[config.mk]
export PLATFORM = sky130hd
export DESIGN_NAME = cap_top
export DESIGN_NICKNAME = d
export VERILOG_FILES = /design/src/cap_pkg.sv /design/src/cap_sync.sv /design/src/cap_tick.sv /design/src/cap_top.sv
export SDC_FILE = /design/constraint.sdc
export NUM_CORES = 1
export LEC_CHECK = 0
export BUFFER_PORTS_ARGS = -buffer_cell sky130_fd_sc_hd__buf_2
export CELL_PAD_IN_SITES_DETAIL_PLACEMENT = 1
export CELL_PAD_IN_SITES_GLOBAL_PLACEMENT = 1
export CORE_AREA = 2 2 158 276
export CTS_BUF_LIST = sky130_fd_sc_hd__clkbuf_8
export DETAILED_ROUTE_END_ITERATION = 16
export DIE_AREA = 0 0 160 278
export GPL_TIMING_DRIVEN = 0
export PLACE_DENSITY_LB_ADDON = 0.08
export SLEW_MARGIN = 20
export SYNTH_ARGS = -nofsm -noshare
export SYNTH_HDL_FRONTEND = slang
export SYNTH_SLANG_ARGS = --single-unit
[constraint.sdc]
create_clock -name aclk -period 3.4 [get_ports aclk]
set_input_delay 0.17 -clock aclk [delete_from_list [all_inputs] [get_ports aclk]]
set_output_delay 0.17 -clock aclk [all_outputs]
set_load 0.1 [all_outputs]
[src/cap_pkg.sv]
// Package: register map, field positions and mode encodings of the counter array
package cap_pkg;

  // ----------------------------------------------------------------
  // Register offsets (byte addresses on the bus)
  // ----------------------------------------------------------------
  localparam logic [7:0] OFF_CTRL   = 8'h00;  // counter_control_reg: run + event flags
  localparam logic [7:0] OFF_MODE   = 8'h04;  // counter_mode_reg: source + watchdog
  localparam logic [7:0] OFF_CNTL   = 8'h08;  // counter_low_byte
  localparam logic [7:0] OFF_CNTH   = 8'h0C;  // counter_high_byte
  localparam logic [7:0] OFF_MMODE  = 8'h10;  // module_mode_reg n at +4*n
  localparam logic [7:0] OFF_CMPL   = 8'h30;  // compare_value_low n at +4*n
  localparam logic [7:0] OFF_CMPH   = 8'h50;  // compare_value_high n at +4*n
  localparam logic [7:0] OFF_STAT   = 8'h70;  // pin levels, watchdog reset sticky

  // ----------------------------------------------------------------
  // Field positions
  // ----------------------------------------------------------------
  localparam int MM_IRQ_EN   = 0;  // module_irq_en
  localparam int MM_PWM_EN   = 1;
  localparam int MM_TOG_EN   = 2;  // toggle_en
  localparam int MM_MAT_EN   = 3;  // match_flag_en
  localparam int MM_CAPF_EN  = 4;  // falling_edge_capture_en
  localparam int MM_CAPR_EN  = 5;  // rising_edge_capture_en
  localparam int MM_CMP_EN   = 6;  // comparator_en
  localparam int CTRL_RUN    = 6;  // counter run bit
  localparam int CM_WDT_EN   = 6;  // watchdog_reset_en, mask 40H
  localparam int CM_SRC_LSB  = 1;  // clock source select [2:1]

  // ----------------------------------------------------------------
  // Reset values and encodings
  // ----------------------------------------------------------------
  localparam logic [7:0]  MODE_RST   = 8'h00;
  localparam logic [15:0] CMP_RST    = 16'h0000;
  localparam logic [1:0]  SRC_DIV12  = 2'h0;
  localparam logic [1:0]  SRC_DIV4   = 2'h1;
  localparam logic [1:0]  SRC_T0OVF  = 2'h2;
  localparam logic [1:0]  SRC_EXT    = 2'h3;
  localparam logic [3:0]  DIV12_LAST = 4'hB;
  localparam logic [3:0]  DIV4_LAST  = 4'h3;
  localparam logic [1:0]  RESP_OKAY  = 2'h0;
  localparam logic [1:0]  RESP_SLVERR = 2'h2;
  localparam int          NUM_MOD    = 5;
  localparam int          WDT_MOD    = 4;

endpackage : cap_pkg

[src/cap_sync.sv]
// Two-flop synchroniser with edge detection on the second stage
`timescale 1ns/1ns
`default_nettype none
module cap_sync
  import cap_pkg::*;
(
  input  wire logic aclk,
  input  wire logic aresetn,
  input  wire logic ce,
  input  wire logic din,
  output logic      lvl,
  output logic      rise,
  output logic      fall
);
  logic s1_r;
  logic s2_r;
  logic s3_r;

  // ----------------------------------------------------------------
  // Sync chain; s2 and s3 feed the edge compare
  // ----------------------------------------------------------------
  always_ff @(posedge aclk) begin
    if (!aresetn) begin
      s1_r <= 1'b0;
      s2_r <= 1'b0;
      s3_r <= 1'b0;
    end else if (ce) begin
      s1_r <= din;
      s2_r <= s1_r;
      s3_r <= s2_r;
    end
  end

  // Edges come from successive synced samples
  assign lvl  = s2_r;
  assign rise = ce & s2_r & ~s3_r;
  assign fall = ce & ~s2_r & s3_r;
endmodule : cap_sync
`default_nettype wire

[src/cap_tick.sv]
// Counter advance strobe from the selected clock source
`timescale 1ns/1ns
`default_nettype none
module cap_tick
  import cap_pkg::*;
(
  input  wire logic       aclk,
  input  wire logic       aresetn,
  input  wire logic       ce,
  input  wire logic [1:0] src,
  input  wire logic       t0_ovf,
  input  wire logic       ext_rise,
  output logic            tick
);
  logic [3:0] div_r;
  logic [3:0] last;

  // ----------------------------------------------------------------
  // Prescaler; one divider serves both divided sources
  // ----------------------------------------------------------------
  assign last = (src == SRC_DIV4) ? DIV4_LAST : DIV12_LAST;

  always_ff @(posedge aclk) begin
    if (!aresetn) begin
      div_r <= 4'h0;
    end else if (ce) begin
      div_r <= (div_r >= last) ? 4'h0 : div_r + 4'h1;
    end
  end

  // Source select, see
  always_comb begin
    unique case (src)
      SRC_DIV12: tick = ce & (div_r == last);
      SRC_DIV4:  tick = ce & (div_r == last);
      SRC_T0OVF: tick = ce & t0_ovf;
      SRC_EXT:   tick = ce & ext_rise;
    endcase
  end
endmodule : cap_tick
`default_nettype wire

[src/cap_top.sv]
// Counter array: capture, compare, toggle, PWM and module 4 watchdog
// Function
// Valid pin edge in capture mode copies the 16-bit counter into module registers.
// Capture armed by rising enable, falling enable, or both for either edge.
// Event flag with its module interrupt enable raises the interrupt request.
// A later capture overwrites the earlier value with no protection.
// Hardware only sets event flags; software clears them.
// Comparator plus match enable sets the flag when counter equals compare.
// Low compare write disables comparator; high compare write re-enables it. Code skips the disable while PWM is on.
// Toggle, match and comparator enable invert the pin on each match.
// Toggle done in hardware; unchanged compare toggles again after rollover.
// PWM output low while counter low byte below compare low, else high.
// PWM active when PWM enable and comparator enable both set.
// PWM reloads low compare from high compare when low byte wraps to zero.
// One shared 16-bit counter serves all five modules.
// Software loads high compare with 256 times one minus duty.
// Counter advances from div 12, div 4, timer 0 overflow or external input.
// Only module 4 offers watchdog; otherwise usable in any mode.
// Watchdog match on module 4 issues internal reset, not the external pin.
// Watchdog reset only while watchdog enable, mask 40H, is set.
// Software sets module 4 mode 4CH then loads compare low then high.
// Software refreshes module 4 compare from main program with interrupts off.
// Mode bit 4 falling capture, bit 5 rising capture, bit 6 comparator.
// PWM waveform independent of interrupt enable.
// Capture pins synchronised and edge detected from successive samples.
// Compare and mode registers clear to zero on reset, no-operation mode.
`timescale 1ns/1ns
`default_nettype none
module cap_top
  import cap_pkg::*;
#(
  parameter int NMOD = NUM_MOD
) (
  input  wire logic            aclk,
  input  wire logic            aresetn,
  input  wire logic            ce,
  input  wire logic [7:0]      s_axi_awaddr,
  input  wire logic            s_axi_awvalid,
  output logic                 s_axi_awready,
  input  wire logic [31:0]     s_axi_wdata,
  input  wire logic [3:0]      s_axi_wstrb,
  input  wire logic            s_axi_wvalid,
  output logic                 s_axi_wready,
  output logic [1:0]           s_axi_bresp,
  output logic                 s_axi_bvalid,
  input  wire logic            s_axi_bready,
  input  wire logic [7:0]      s_axi_araddr,
  input  wire logic            s_axi_arvalid,
  output logic                 s_axi_arready,
  output logic [31:0]          s_axi_rdata,
  output logic [1:0]           s_axi_rresp,
  output logic                 s_axi_rvalid,
  input  wire logic            s_axi_rready,
  input  wire logic            t0_ovf,
  input  wire logic            ext_clk_in,
  input  wire logic [NMOD-1:0] module_io_pin_i,
  output logic [NMOD-1:0]      module_io_pin_o,
  output logic [NMOD-1:0]      module_io_pin_oe,
  output logic                 irq_r,
  output logic                 wdt_reset_r
);

  // ----------------------------------------------------------------
  // State
  // ----------------------------------------------------------------
  logic [15:0]     cnt_r;
  logic            run_r;
  logic [1:0]      src_r;
  logic            watchdog_reset_en_r;
  logic [7:0]      mode_r  [NMOD];
  logic [7:0]      cmpl_r  [NMOD];
  logic [7:0]      cmph_r  [NMOD];
  logic [NMOD-1:0] flag_r;
  logic [NMOD-1:0] cmp_dis_r;
  logic [NMOD-1:0] pin_r;
  logic            wdt_seen_r;
  logic            tick;
  logic            ext_rise;
  logic [NMOD-1:0] p_lvl;
  logic [NMOD-1:0] p_rise;
  logic [NMOD-1:0] p_fall;
  logic [NMOD-1:0] ev_cap;
  logic [NMOD-1:0] ev_match;
  logic [NMOD-1:0] hit;
  logic            wrap;

  // ----------------------------------------------------------------
  // Bus write channel state and shared address decode
  // ----------------------------------------------------------------
  logic        aw_got_r;
  logic        w_got_r;
  logic [7:0]  aw_addr_r;
  logic [31:0] w_data_r;
  logic [3:0]  w_strb_r;
  logic        wr_do;
  logic        wr_ok;
  logic [NMOD-1:0] flag_clr;

  // Index decode of per-module windows; returns NMOD when out of range
  function automatic int mod_idx(input logic [7:0] a, input logic [7:0] base);
    logic [7:0] d;
    d = a - base;
    if (a < base || d[1:0] != 2'h0 || d[7:2] >= 6'(NMOD)) return NMOD;
    return int'(d[7:2]);
  endfunction : mod_idx

  // Whole map decode, shared by write response and read path
  function automatic logic addr_ok(input logic [7:0] a);
    return (a == OFF_CTRL) || (a == OFF_MODE) || (a == OFF_CNTL) || (a == OFF_CNTH) ||
           (a == OFF_STAT) || (mod_idx(a, OFF_MMODE) < NMOD) ||
           (mod_idx(a, OFF_CMPL) < NMOD) || (mod_idx(a, OFF_CMPH) < NMOD);
  endfunction : addr_ok

  assign wr_do = ce && aw_got_r && w_got_r && !s_axi_bvalid;
  assign wr_ok = addr_ok(aw_addr_r);

  // Address and data accepted in either order, held until the write retires
  always_ff @(posedge aclk) begin
    if (!aresetn) begin
      aw_got_r      <= 1'b0;
      w_got_r       <= 1'b0;
      s_axi_awready <= 1'b0;
      s_axi_wready  <= 1'b0;
      aw_addr_r     <= 8'h00;
      w_data_r      <= 32'h0000_0000;
      w_strb_r      <= 4'h0;
      s_axi_bvalid  <= 1'b0;
      s_axi_bresp   <= RESP_OKAY;
    end else if (ce) begin
      s_axi_awready <= !aw_got_r && !s_axi_awready && s_axi_awvalid;
      s_axi_wready  <= !w_got_r && !s_axi_wready && s_axi_wvalid;
      if (s_axi_awvalid && s_axi_awready) begin
        aw_got_r  <= 1'b1;
        aw_addr_r <= s_axi_awaddr;
      end
      if (s_axi_wvalid && s_axi_wready) begin
        w_got_r  <= 1'b1;
        w_data_r <= s_axi_wdata;
        w_strb_r <= s_axi_wstrb;
      end
      if (wr_do) begin
        aw_got_r     <= 1'b0;
        w_got_r      <= 1'b0;
        s_axi_bvalid <= 1'b1;
        s_axi_bresp  <= wr_ok ? RESP_OKAY : RESP_SLVERR;
      end else if (s_axi_bvalid && s_axi_bready) begin
        s_axi_bvalid <= 1'b0;
      end
    end
  end

  // ----------------------------------------------------------------
  // Global control and counter
  // ----------------------------------------------------------------
  cap_sync u_ext (
    .aclk    (aclk),
    .aresetn (aresetn),
    .ce      (ce),
    .din     (ext_clk_in),
    .lvl     (),
    .rise    (ext_rise),
    .fall    ()
  );

  cap_tick u_tick (
    .aclk     (aclk),
    .aresetn  (aresetn),
    .ce       (ce),
    .src      (src_r),
    .t0_ovf   (t0_ovf),
    .ext_rise (ext_rise),
    .tick     (tick)
  );

  assign wrap = tick && run_r && (cnt_r[7:0] == 8'hFF);

  // Low byte of a write lands only when its strobe lane is set
  always_ff @(posedge aclk) begin
    if (!aresetn) begin
      run_r  <= 1'b0;
      src_r  <= SRC_DIV12;
      watchdog_reset_en_r <= 1'b0;
    end else if (wr_do && w_strb_r[0]) begin
      if (aw_addr_r == OFF_CTRL) run_r <= w_data_r[CTRL_RUN];
      if (aw_addr_r == OFF_MODE) begin
        watchdog_reset_en_r <= w_data_r[CM_WDT_EN];
        src_r  <= w_data_r[CM_SRC_LSB +: 2];
      end
    end
  end

  // One shared time base for every module
  always_ff @(posedge aclk) begin
    if (!aresetn) begin
      cnt_r <= 16'h0000;
    end else if (wr_do && w_strb_r[0] && aw_addr_r == OFF_CNTL) begin
      cnt_r[7:0] <= w_data_r[7:0];
    end else if (wr_do && w_strb_r[0] && aw_addr_r == OFF_CNTH) begin
      cnt_r[15:8] <= w_data_r[7:0];
    end else if (tick && run_r) begin
      cnt_r <= cnt_r + 16'h0001;
    end
  end

  // ----------------------------------------------------------------
  // Per-module logic
  // ----------------------------------------------------------------
  for (genvar n = 0; n < NMOD; n++) begin : g_mod
    logic cmp_on;
    logic pwm_on;
    logic wr_l;
    logic wr_h;

    cap_sync u_pin (
      .aclk    (aclk),
      .aresetn (aresetn),
      .ce      (ce),
      .din     (module_io_pin_i[n]),
      .lvl     (p_lvl[n]),
      .rise    (p_rise[n]),
      .fall    (p_fall[n])
    );

    assign wr_l   = wr_do && w_strb_r[0] && mod_idx(aw_addr_r, OFF_CMPL) == n;
    assign wr_h   = wr_do && w_strb_r[0] && mod_idx(aw_addr_r, OFF_CMPH) == n;
    assign cmp_on = mode_r[n][MM_CMP_EN] && !cmp_dis_r[n];
    assign pwm_on = mode_r[n][MM_PWM_EN] && mode_r[n][MM_CMP_EN];
    assign ev_cap[n] = (p_rise[n] && mode_r[n][MM_CAPR_EN]) ||
                       (p_fall[n] && mode_r[n][MM_CAPF_EN]);
    // Match counted once, on the tick that steps the counter onto the value
    assign hit[n] = cmp_on && ce && tick && run_r &&
                    ((cnt_r + 16'h0001) == {cmph_r[n], cmpl_r[n]});
    assign ev_match[n] = hit[n] && mode_r[n][MM_MAT_EN];

    // Mode register; zero at reset is no-operation
    always_ff @(posedge aclk) begin
      if (!aresetn) begin
        mode_r[n] <= MODE_RST;
      end else if (wr_do && w_strb_r[0] && mod_idx(aw_addr_r, OFF_MMODE) == n) begin
        mode_r[n] <= {1'b0, w_data_r[6:0]};
      end
    end

    // Compare/capture bytes; capture beats a same-cycle bus write
    always_ff @(posedge aclk) begin
      if (!aresetn) begin
        cmpl_r[n] <= CMP_RST[7:0];
        cmph_r[n] <= CMP_RST[15:8];
      end else if (ce && ev_cap[n]) begin
        cmpl_r[n] <= cnt_r[7:0];
        cmph_r[n] <= cnt_r[15:8];
      end else begin
        if (wr_l) cmpl_r[n] <= w_data_r[7:0];
        else if (ce && pwm_on && wrap) cmpl_r[n] <= cmph_r[n];
        if (wr_h) cmph_r[n] <= w_data_r[7:0];
      end
    end

    // Low write parks the comparator until the high write, except while PWM is on
    always_ff @(posedge aclk) begin
      if (!aresetn) begin
        cmp_dis_r[n] <= 1'b0;
      end else if (wr_l && !pwm_on) begin
        cmp_dis_r[n] <= 1'b1;
      end else if (wr_h) begin
        cmp_dis_r[n] <= 1'b0;
      end
    end

    // Pin: toggle in hardware, or PWM level; irq enable plays no part
    always_ff @(posedge aclk) begin
      if (!aresetn) begin
        pin_r[n] <= 1'b0;
      end else if (ce) begin
        if (pwm_on) begin
          pin_r[n] <= (cnt_r[7:0] >= cmpl_r[n]);
        end else if (hit[n] && mode_r[n][MM_TOG_EN] && mode_r[n][MM_MAT_EN]) begin
          pin_r[n] <= ~pin_r[n];
        end
      end
    end

    // Output driver enabled only in compare-output modes
    always_ff @(posedge aclk) begin
      if (!aresetn) begin
        module_io_pin_oe[n] <= 1'b0;
      end else if (ce) begin
        module_io_pin_oe[n] <= pwm_on || (mode_r[n][MM_CMP_EN] && mode_r[n][MM_TOG_EN]);
      end
    end
  end

  assign module_io_pin_o = pin_r;

  // Flags: hardware sets, software clears by writing zero; set wins
  always_comb begin
    flag_clr = '0;
    if (wr_do && w_strb_r[0] && aw_addr_r == OFF_CTRL) flag_clr = ~w_data_r[NMOD-1:0];
  end

  always_ff @(posedge aclk) begin
    if (!aresetn) begin
      flag_r <= '0;
    end else if (ce) begin
      flag_r <= (flag_r & ~flag_clr) | ev_cap | ev_match;
    end
  end

  // ----------------------------------------------------------------
  // Interrupt request and watchdog reset
  // ----------------------------------------------------------------
  logic [NMOD-1:0] ien;
  for (genvar n = 0; n < NMOD; n++) begin : g_ien
    assign ien[n] = mode_r[n][MM_IRQ_EN];
  end

  always_ff @(posedge aclk) begin
    if (!aresetn) begin
      irq_r <= 1'b0;
    end else if (ce) begin
      irq_r <= |(flag_r & ien);
    end
  end

  // Internal reset pulse from module 4 only, see; external reset pin never driven
  always_ff @(posedge aclk) begin
    if (!aresetn) begin
      wdt_reset_r <= 1'b0;
      wdt_seen_r  <= 1'b0;
    end else if (ce) begin
      wdt_reset_r <= watchdog_reset_en_r && hit[WDT_MOD] && mode_r[WDT_MOD][MM_MAT_EN];
      if (wdt_reset_r) wdt_seen_r <= 1'b1;
    end
  end

  // ----------------------------------------------------------------
  // Read path
  // ----------------------------------------------------------------
  logic [31:0] rd;
  always_comb begin
    int i;
    rd = 32'h0000_0000;
    i  = 0;
    if (s_axi_araddr == OFF_CTRL) rd = {24'h0, 1'b0, run_r, 6'(flag_r)};
    else if (s_axi_araddr == OFF_MODE) rd = {24'h0, 1'b0, watchdog_reset_en_r, 3'h0, src_r, 1'b0};
    else if (s_axi_araddr == OFF_CNTL) rd = {24'h0, cnt_r[7:0]};
    else if (s_axi_araddr == OFF_CNTH) rd = {24'h0, cnt_r[15:8]};
    else if (s_axi_araddr == OFF_STAT) rd = {16'h0, 7'h0, wdt_seen_r, 3'h0, 5'(p_lvl)};
    else begin
      i = mod_idx(s_axi_araddr, OFF_MMODE);
      if (i < NMOD) rd = {24'h0, mode_r[i]};
      i = mod_idx(s_axi_araddr, OFF_CMPL);
      if (i < NMOD) rd = {24'h0, cmpl_r[i]};
      i = mod_idx(s_axi_araddr, OFF_CMPH);
      if (i < NMOD) rd = {24'h0, cmph_r[i]};
    end
  end

  always_ff @(posedge aclk) begin
    if (!aresetn) begin
      s_axi_arready <= 1'b0;
      s_axi_rvalid  <= 1'b0;
      s_axi_rdata   <= 32'h0000_0000;
      s_axi_rresp   <= RESP_OKAY;
    end else if (ce) begin
      s_axi_arready <= !s_axi_arready && !s_axi_rvalid && s_axi_arvalid;
      if (s_axi_arvalid && s_axi_arready) begin
        s_axi_rvalid <= 1'b1;
        s_axi_rdata  <= rd;
        s_axi_rresp  <= addr_ok(s_axi_araddr) ? RESP_OKAY : RESP_SLVERR;
      end else if (s_axi_rvalid && s_axi_rready) begin
        s_axi_rvalid <= 1'b0;
      end
    end
  end

  // ----------------------------------------------------------------
  // Checks
  // ----------------------------------------------------------------
  capture_load_a: assert property (@(posedge aclk) disable iff (!aresetn)
    ce && ev_cap[0] |=> {cmph_r[0], cmpl_r[0]} == $past(cnt_r))
    else $error("capture did not load counter");
  flag_set_a: assert property (@(posedge aclk) disable iff (!aresetn)
    ce && (ev_cap[1] || ev_match[1]) |=> flag_r[1])
    else $error("event flag not set");
  irq_req_a: assert property (@(posedge aclk) disable iff (!aresetn)
    ce && flag_r[0] && ien[0] |=> irq_r)
    else $error("irq not raised");
  // Checked on the register, so a dropped park is caught, not only a stray match
  cmp_park_a: assert property (@(posedge aclk) disable iff (!aresetn)
    g_mod[1].wr_l && !g_mod[1].pwm_on |=> cmp_dis_r[1] && !hit[1])
    else $error("low compare write did not park comparator");
  toggle_out_a: assert property (@(posedge aclk) disable iff (!aresetn)
    hit[2] && mode_r[2][MM_TOG_EN] && mode_r[2][MM_MAT_EN] && !mode_r[2][MM_PWM_EN]
    |=> pin_r[2] != $past(pin_r[2]))
    else $error("toggle missed");
  pwm_level_a: assert property (@(posedge aclk) disable iff (!aresetn)
    ce && mode_r[3][MM_PWM_EN] && mode_r[3][MM_CMP_EN] && cnt_r[7:0] < cmpl_r[3]
    |=> !pin_r[3])
    else $error("pwm level wrong");
  pwm_reload_a: assert property (@(posedge aclk) disable iff (!aresetn)
    ce && wrap && mode_r[3][MM_PWM_EN] && mode_r[3][MM_CMP_EN] && !ev_cap[3]
    && mod_idx(aw_addr_r, OFF_CMPL) != 3 |=> cmpl_r[3] == $past(cmph_r[3]))
    else $error("pwm reload missed");
  wdt_gate_a: assert property (@(posedge aclk) disable iff (!aresetn)
    wdt_reset_r |-> $past(watchdog_reset_en_r) && $past(hit[WDT_MOD]))
    else $error("watchdog reset without cause");

endmodule : cap_top
`default_nettype wire

==> results <==
- The via count of the first global-routing pass came to 14460.
- The final number of max-transition violations is 0.
- The row count is 100.
- Across the run, the number of max-cap violations was 0.
- The routed length per instance is 31.40 µm.
- Summing the sequential cell areas from Yosys gives 37.33% of the chip area.
- The number of buffers and inverters on the critical path is 1.
- For this run the aggregate overflow at the end of global routing stands at 0.
- Static timing analysis puts the maximum clock frequency at 300.7 MHz.
- The number of register bits inferred by synthesis is 215.
- The most area-hungry cell type in the Yosys netlist is edfxtp_1.
- The level count of the clock H-tree is 2.
- Headroom to the max-slew limit came out at 20.65%.
- The cell count after placement is 2298.
- The overall die area is 44480 µm².
- For this run, the slowest stage of the critical path takes 0.59 ns.
- After detailed routing, the number of vias per cell comes to 5.993.
- The worst-case clock buffer depth is 3.
- Across all layers, the routed design uses 14370 vias.
- Across the whole layout, storage elements account for 5472 µm².
- The initial antenna violation count is 1.
- The core area is 42290 µm².
- The mapped netlist covers 14620 µm².
- The number of placed I/O pins is 120.
- Counting the fill cells in the layout gives 5056.
- The starting utilization of the core area is 34.56%.
- The number of design rule violations left after detail routing is 0.
- For this run, the post-layout net count is 1927.
- Power spread over the standard cell area amounts to 353.2 nW/µm².
- For this block, the routed nets add up to 75290 µm of wire.
- The congestion estimate from routability-driven global placement came to 0.9901.
- The cell sitting at the root of the clock tree is a clkbuf_8.
- In the global route stage, met1 resource usage came out at 35.09%.
- The clock insertion delay at the later pin of the skew report is 0.57 ns.
- For the worst setup path, the data required time is 3.80 ns.
- For this run, the leading register cell type out of synthesis is edfxtp_1.
- The kind of path behind the tightest hold check is in2reg.
- The top cell type's share of synthesized area is 23.63%.
- The run finished with clean final reports.
- The master of the slowest instance on the critical path is or4b_1.
- After clock tree synthesis, the clock-pin slew on the worst setup and hold paths is 0.06 ns.
- The chip width is 160 µm.
- At the pin with the least slew margin, the transition time is 1.190 ns.
- The layout overhead on the synthesized area is 15.71%.
- Cells with a size suffix above 1 make up 13.24% of the layout.
- The number of hold violations in the final report is 0.
- The first global-routing pass estimated 105800 µm of wire.
- The dominant cell by count in the synthesized netlist is nand2_1.
- Setup repair after global routing could not meet its margin everywhere.
- The count of antenna-violating nets left after detailed routing is 0.
- The die is 278 µm tall.
- The final critical-path share of the clock period is 97.82%.
- The met2 global-route usage is 60.66%.
- After routing the design area is 16910 µm².
- The end-of-flow core utilization is 39.99%.
- On the final layout, the worst clock skew is 0.02658 ns.
- The CTS tree is yes.
- After synthesis, the share of flip-flops with an asynchronous set or reset is 0%.
- The most utilized layer in the global route result is met2.
- Entering global routing, the biggest net connects 13 pins.
- The shortest period the worst path allows is 3.326 ns.
- The number of design-rule violations left by the first detailed-router iteration is 1053.
- For met3 alone, demand over resource in global routing was 3.472%.
- CTS saw 215 sinks.
- The number of port buffers is 67.
- Yosys mapped a number of flops with a built-in enable equal to 115.
- The critical path goes through nor2b_1, ha_1, and3b_1, o211a_1, and2_4, nand4_1, or4b_1, buf_2, o21ai_2, a22oi_1, nor2_1.
- Setup violations remaining at the end of the flow were counted as 0.
- The overall fraction of global-route tracks in use is 33.34%.
- Yosys attributes the largest share of cell area to edfxtp_1 24%, dfxtp_1 14%, nand2_1 5.2%, ha_1 4.4%, nor2_1 3.8%.
- The cell family with the largest share of critical-path delay is simple AND/OR/NAND/NOR gates.
- The final HPWL from detailed placement is 59970 µm.
- The area of combinational cells with multiple inputs is 8498 µm².
- In the synthesized netlist, the number of instances is 1646.
- The critical path capture point type is a register.
- The first detailed-routing pass took 5 iterations.
- Data on the critical path arrives at its endpoint at 3.73 ns.
- The warning count from the yosys run is 0.
- The element type at the critical path start is a register.
- In this run the cell area measured after placement is 15740 µm².
- The synthesized area per cell is 8.879 µm².
- The maximum fanout encountered on the critical timing path is 10.
- Ranked by instance count, the synthesized netlist is headed by 204 x nand2_1, 147 x nor2_1, 115 x edfxtp_1, 100 x dfxtp_1, 85 x o21ai_0.
- In this run, CTS created clock tree buffers numbering 35.
- The worst setup path is of the reg2reg kind.
- The tightest hold margin is 0.07223 ns.
- In this run the static leakage power is 6.590 nW.
- VDD sags by at most 0.0002829 V.
- The count of non-filler cells in the finished layout is 2398.
- The number of unique standard cell types used by synthesis is 88.
- After layout, the design draws a total of 5.972 mW.
[power by group]
group	total, mW	internal [mW]	switching (mW)
registers	2.91	2.80	0.111
logic	0.730	0.208	0.522
clock network	2.33	1.17	1.16
[cell usage in the layout, fill, tap and decap left out, types with 49 or more instances in the layout]
master | netlist | routed
nand2_1 | 204 | 204
nor2_1 | 147 | 145
edfxtp_1 | 115 | 115
dfxtp_1 | 100 | 91
a21oi_1 | 84 | 84
buf_2 | 15 | 80
o21ai_0 | 85 | 80
clkbuf_1 | 80 | 71
inv_1 | 54 | 69
ha_1 | 51 | 49
[registers in the layout, summed over array words and instances, names as in the netlist, 2 cells and up]
register          flops
mode_r               35
w_data_r              8
cmp_dis_r             5
u_tick.div_r          4
module_io_pin_oe      5
src_r                 2
g_mod.u_pin.s1_r      5
s_axi_rdata           9
flag_r                5
module_io_pin_o       5
g_mod.u_pin.s3_r      5
g_mod.u_pin.lvl       5
cmpl_r               40
aw_addr_r             8
cnt_r                16
cmph_r               40
[final cells by class]
cell class,instances,share of cell area (%)
repair buffers,107,4.128
multi-input cells,1263,50.25
clock inverters,27,0.9914
inverters,56,1.243
clock buffers,37,3.011
plain buffers,131,3.855
well taps,561,4.151
flip-flops and latches,215,32.35
diodes,1,0.01480
[what timing repair did]
item                       4_1_cts  5_1_grt
setup endpoints to repair       92       81
pin swaps                        6        3
resized for setup               26       22
hold buffers                    25        0
setup buffers                    9        6
hold endpoints to repair        25        0
cloned                           0        0
[routing by layer]
metal,vias up,part of all wire (%)
li1,6325,-
met2,621,51
met4,0,9.1
met1,7180,35
met3,246,5.0
met5,-,0
[metrics by stage]
stage,setup TNS [ns],setup WS [ns]
after floorplan,0,0.3447
after global placement,-51.95,-0.9848
after global routing,-4.868,-0.1584
final,0,0.07421
after detailed placement,-49.10,-0.9973
after CTS,0,0.004088
[kinds of logic after synthesis]
kind of cell	count (synthesis)	share of synthesized area, %
other cells	1	0.02566
compound gates	416	19.48
xor+xnor	86	7.037
simple gates	635	21.78
flops	215	37.33
buf+inv	192	5.933
fa+ha+maj	51	4.366
mux	50	4.049
[worst reg2reg max path, stage by stage (launching register included)]
cell and delay, ns:
dfxtp_1 0.43, nor2b_1 0.20, ha_1 0.29, and3b_1 0.17, o211a_1 0.29, and2_4 0.22
nand4_1 0.22, or4b_1 0.59, buf_2 0.22, o21ai_2 0.17, a22oi_1 0.16, nor2_1 0.20
[path summary, 6_finish.rpt]
check                                    startpoint                   to  slack [ns]  depth (start not counted)
worst max-delay path                       src_r[0]         cmpl_r[4][4]        0.07                         11
worst min-delay path                  s_axi_arvalid        s_axi_arready        0.07                          4
worst max register to register             src_r[0]         cmpl_r[4][4]        0.07                         11
worst min register to register  module_io_pin_oe[3]  module_io_pin_oe[3]        0.47                          2
(Power assumes the default switching activity.)
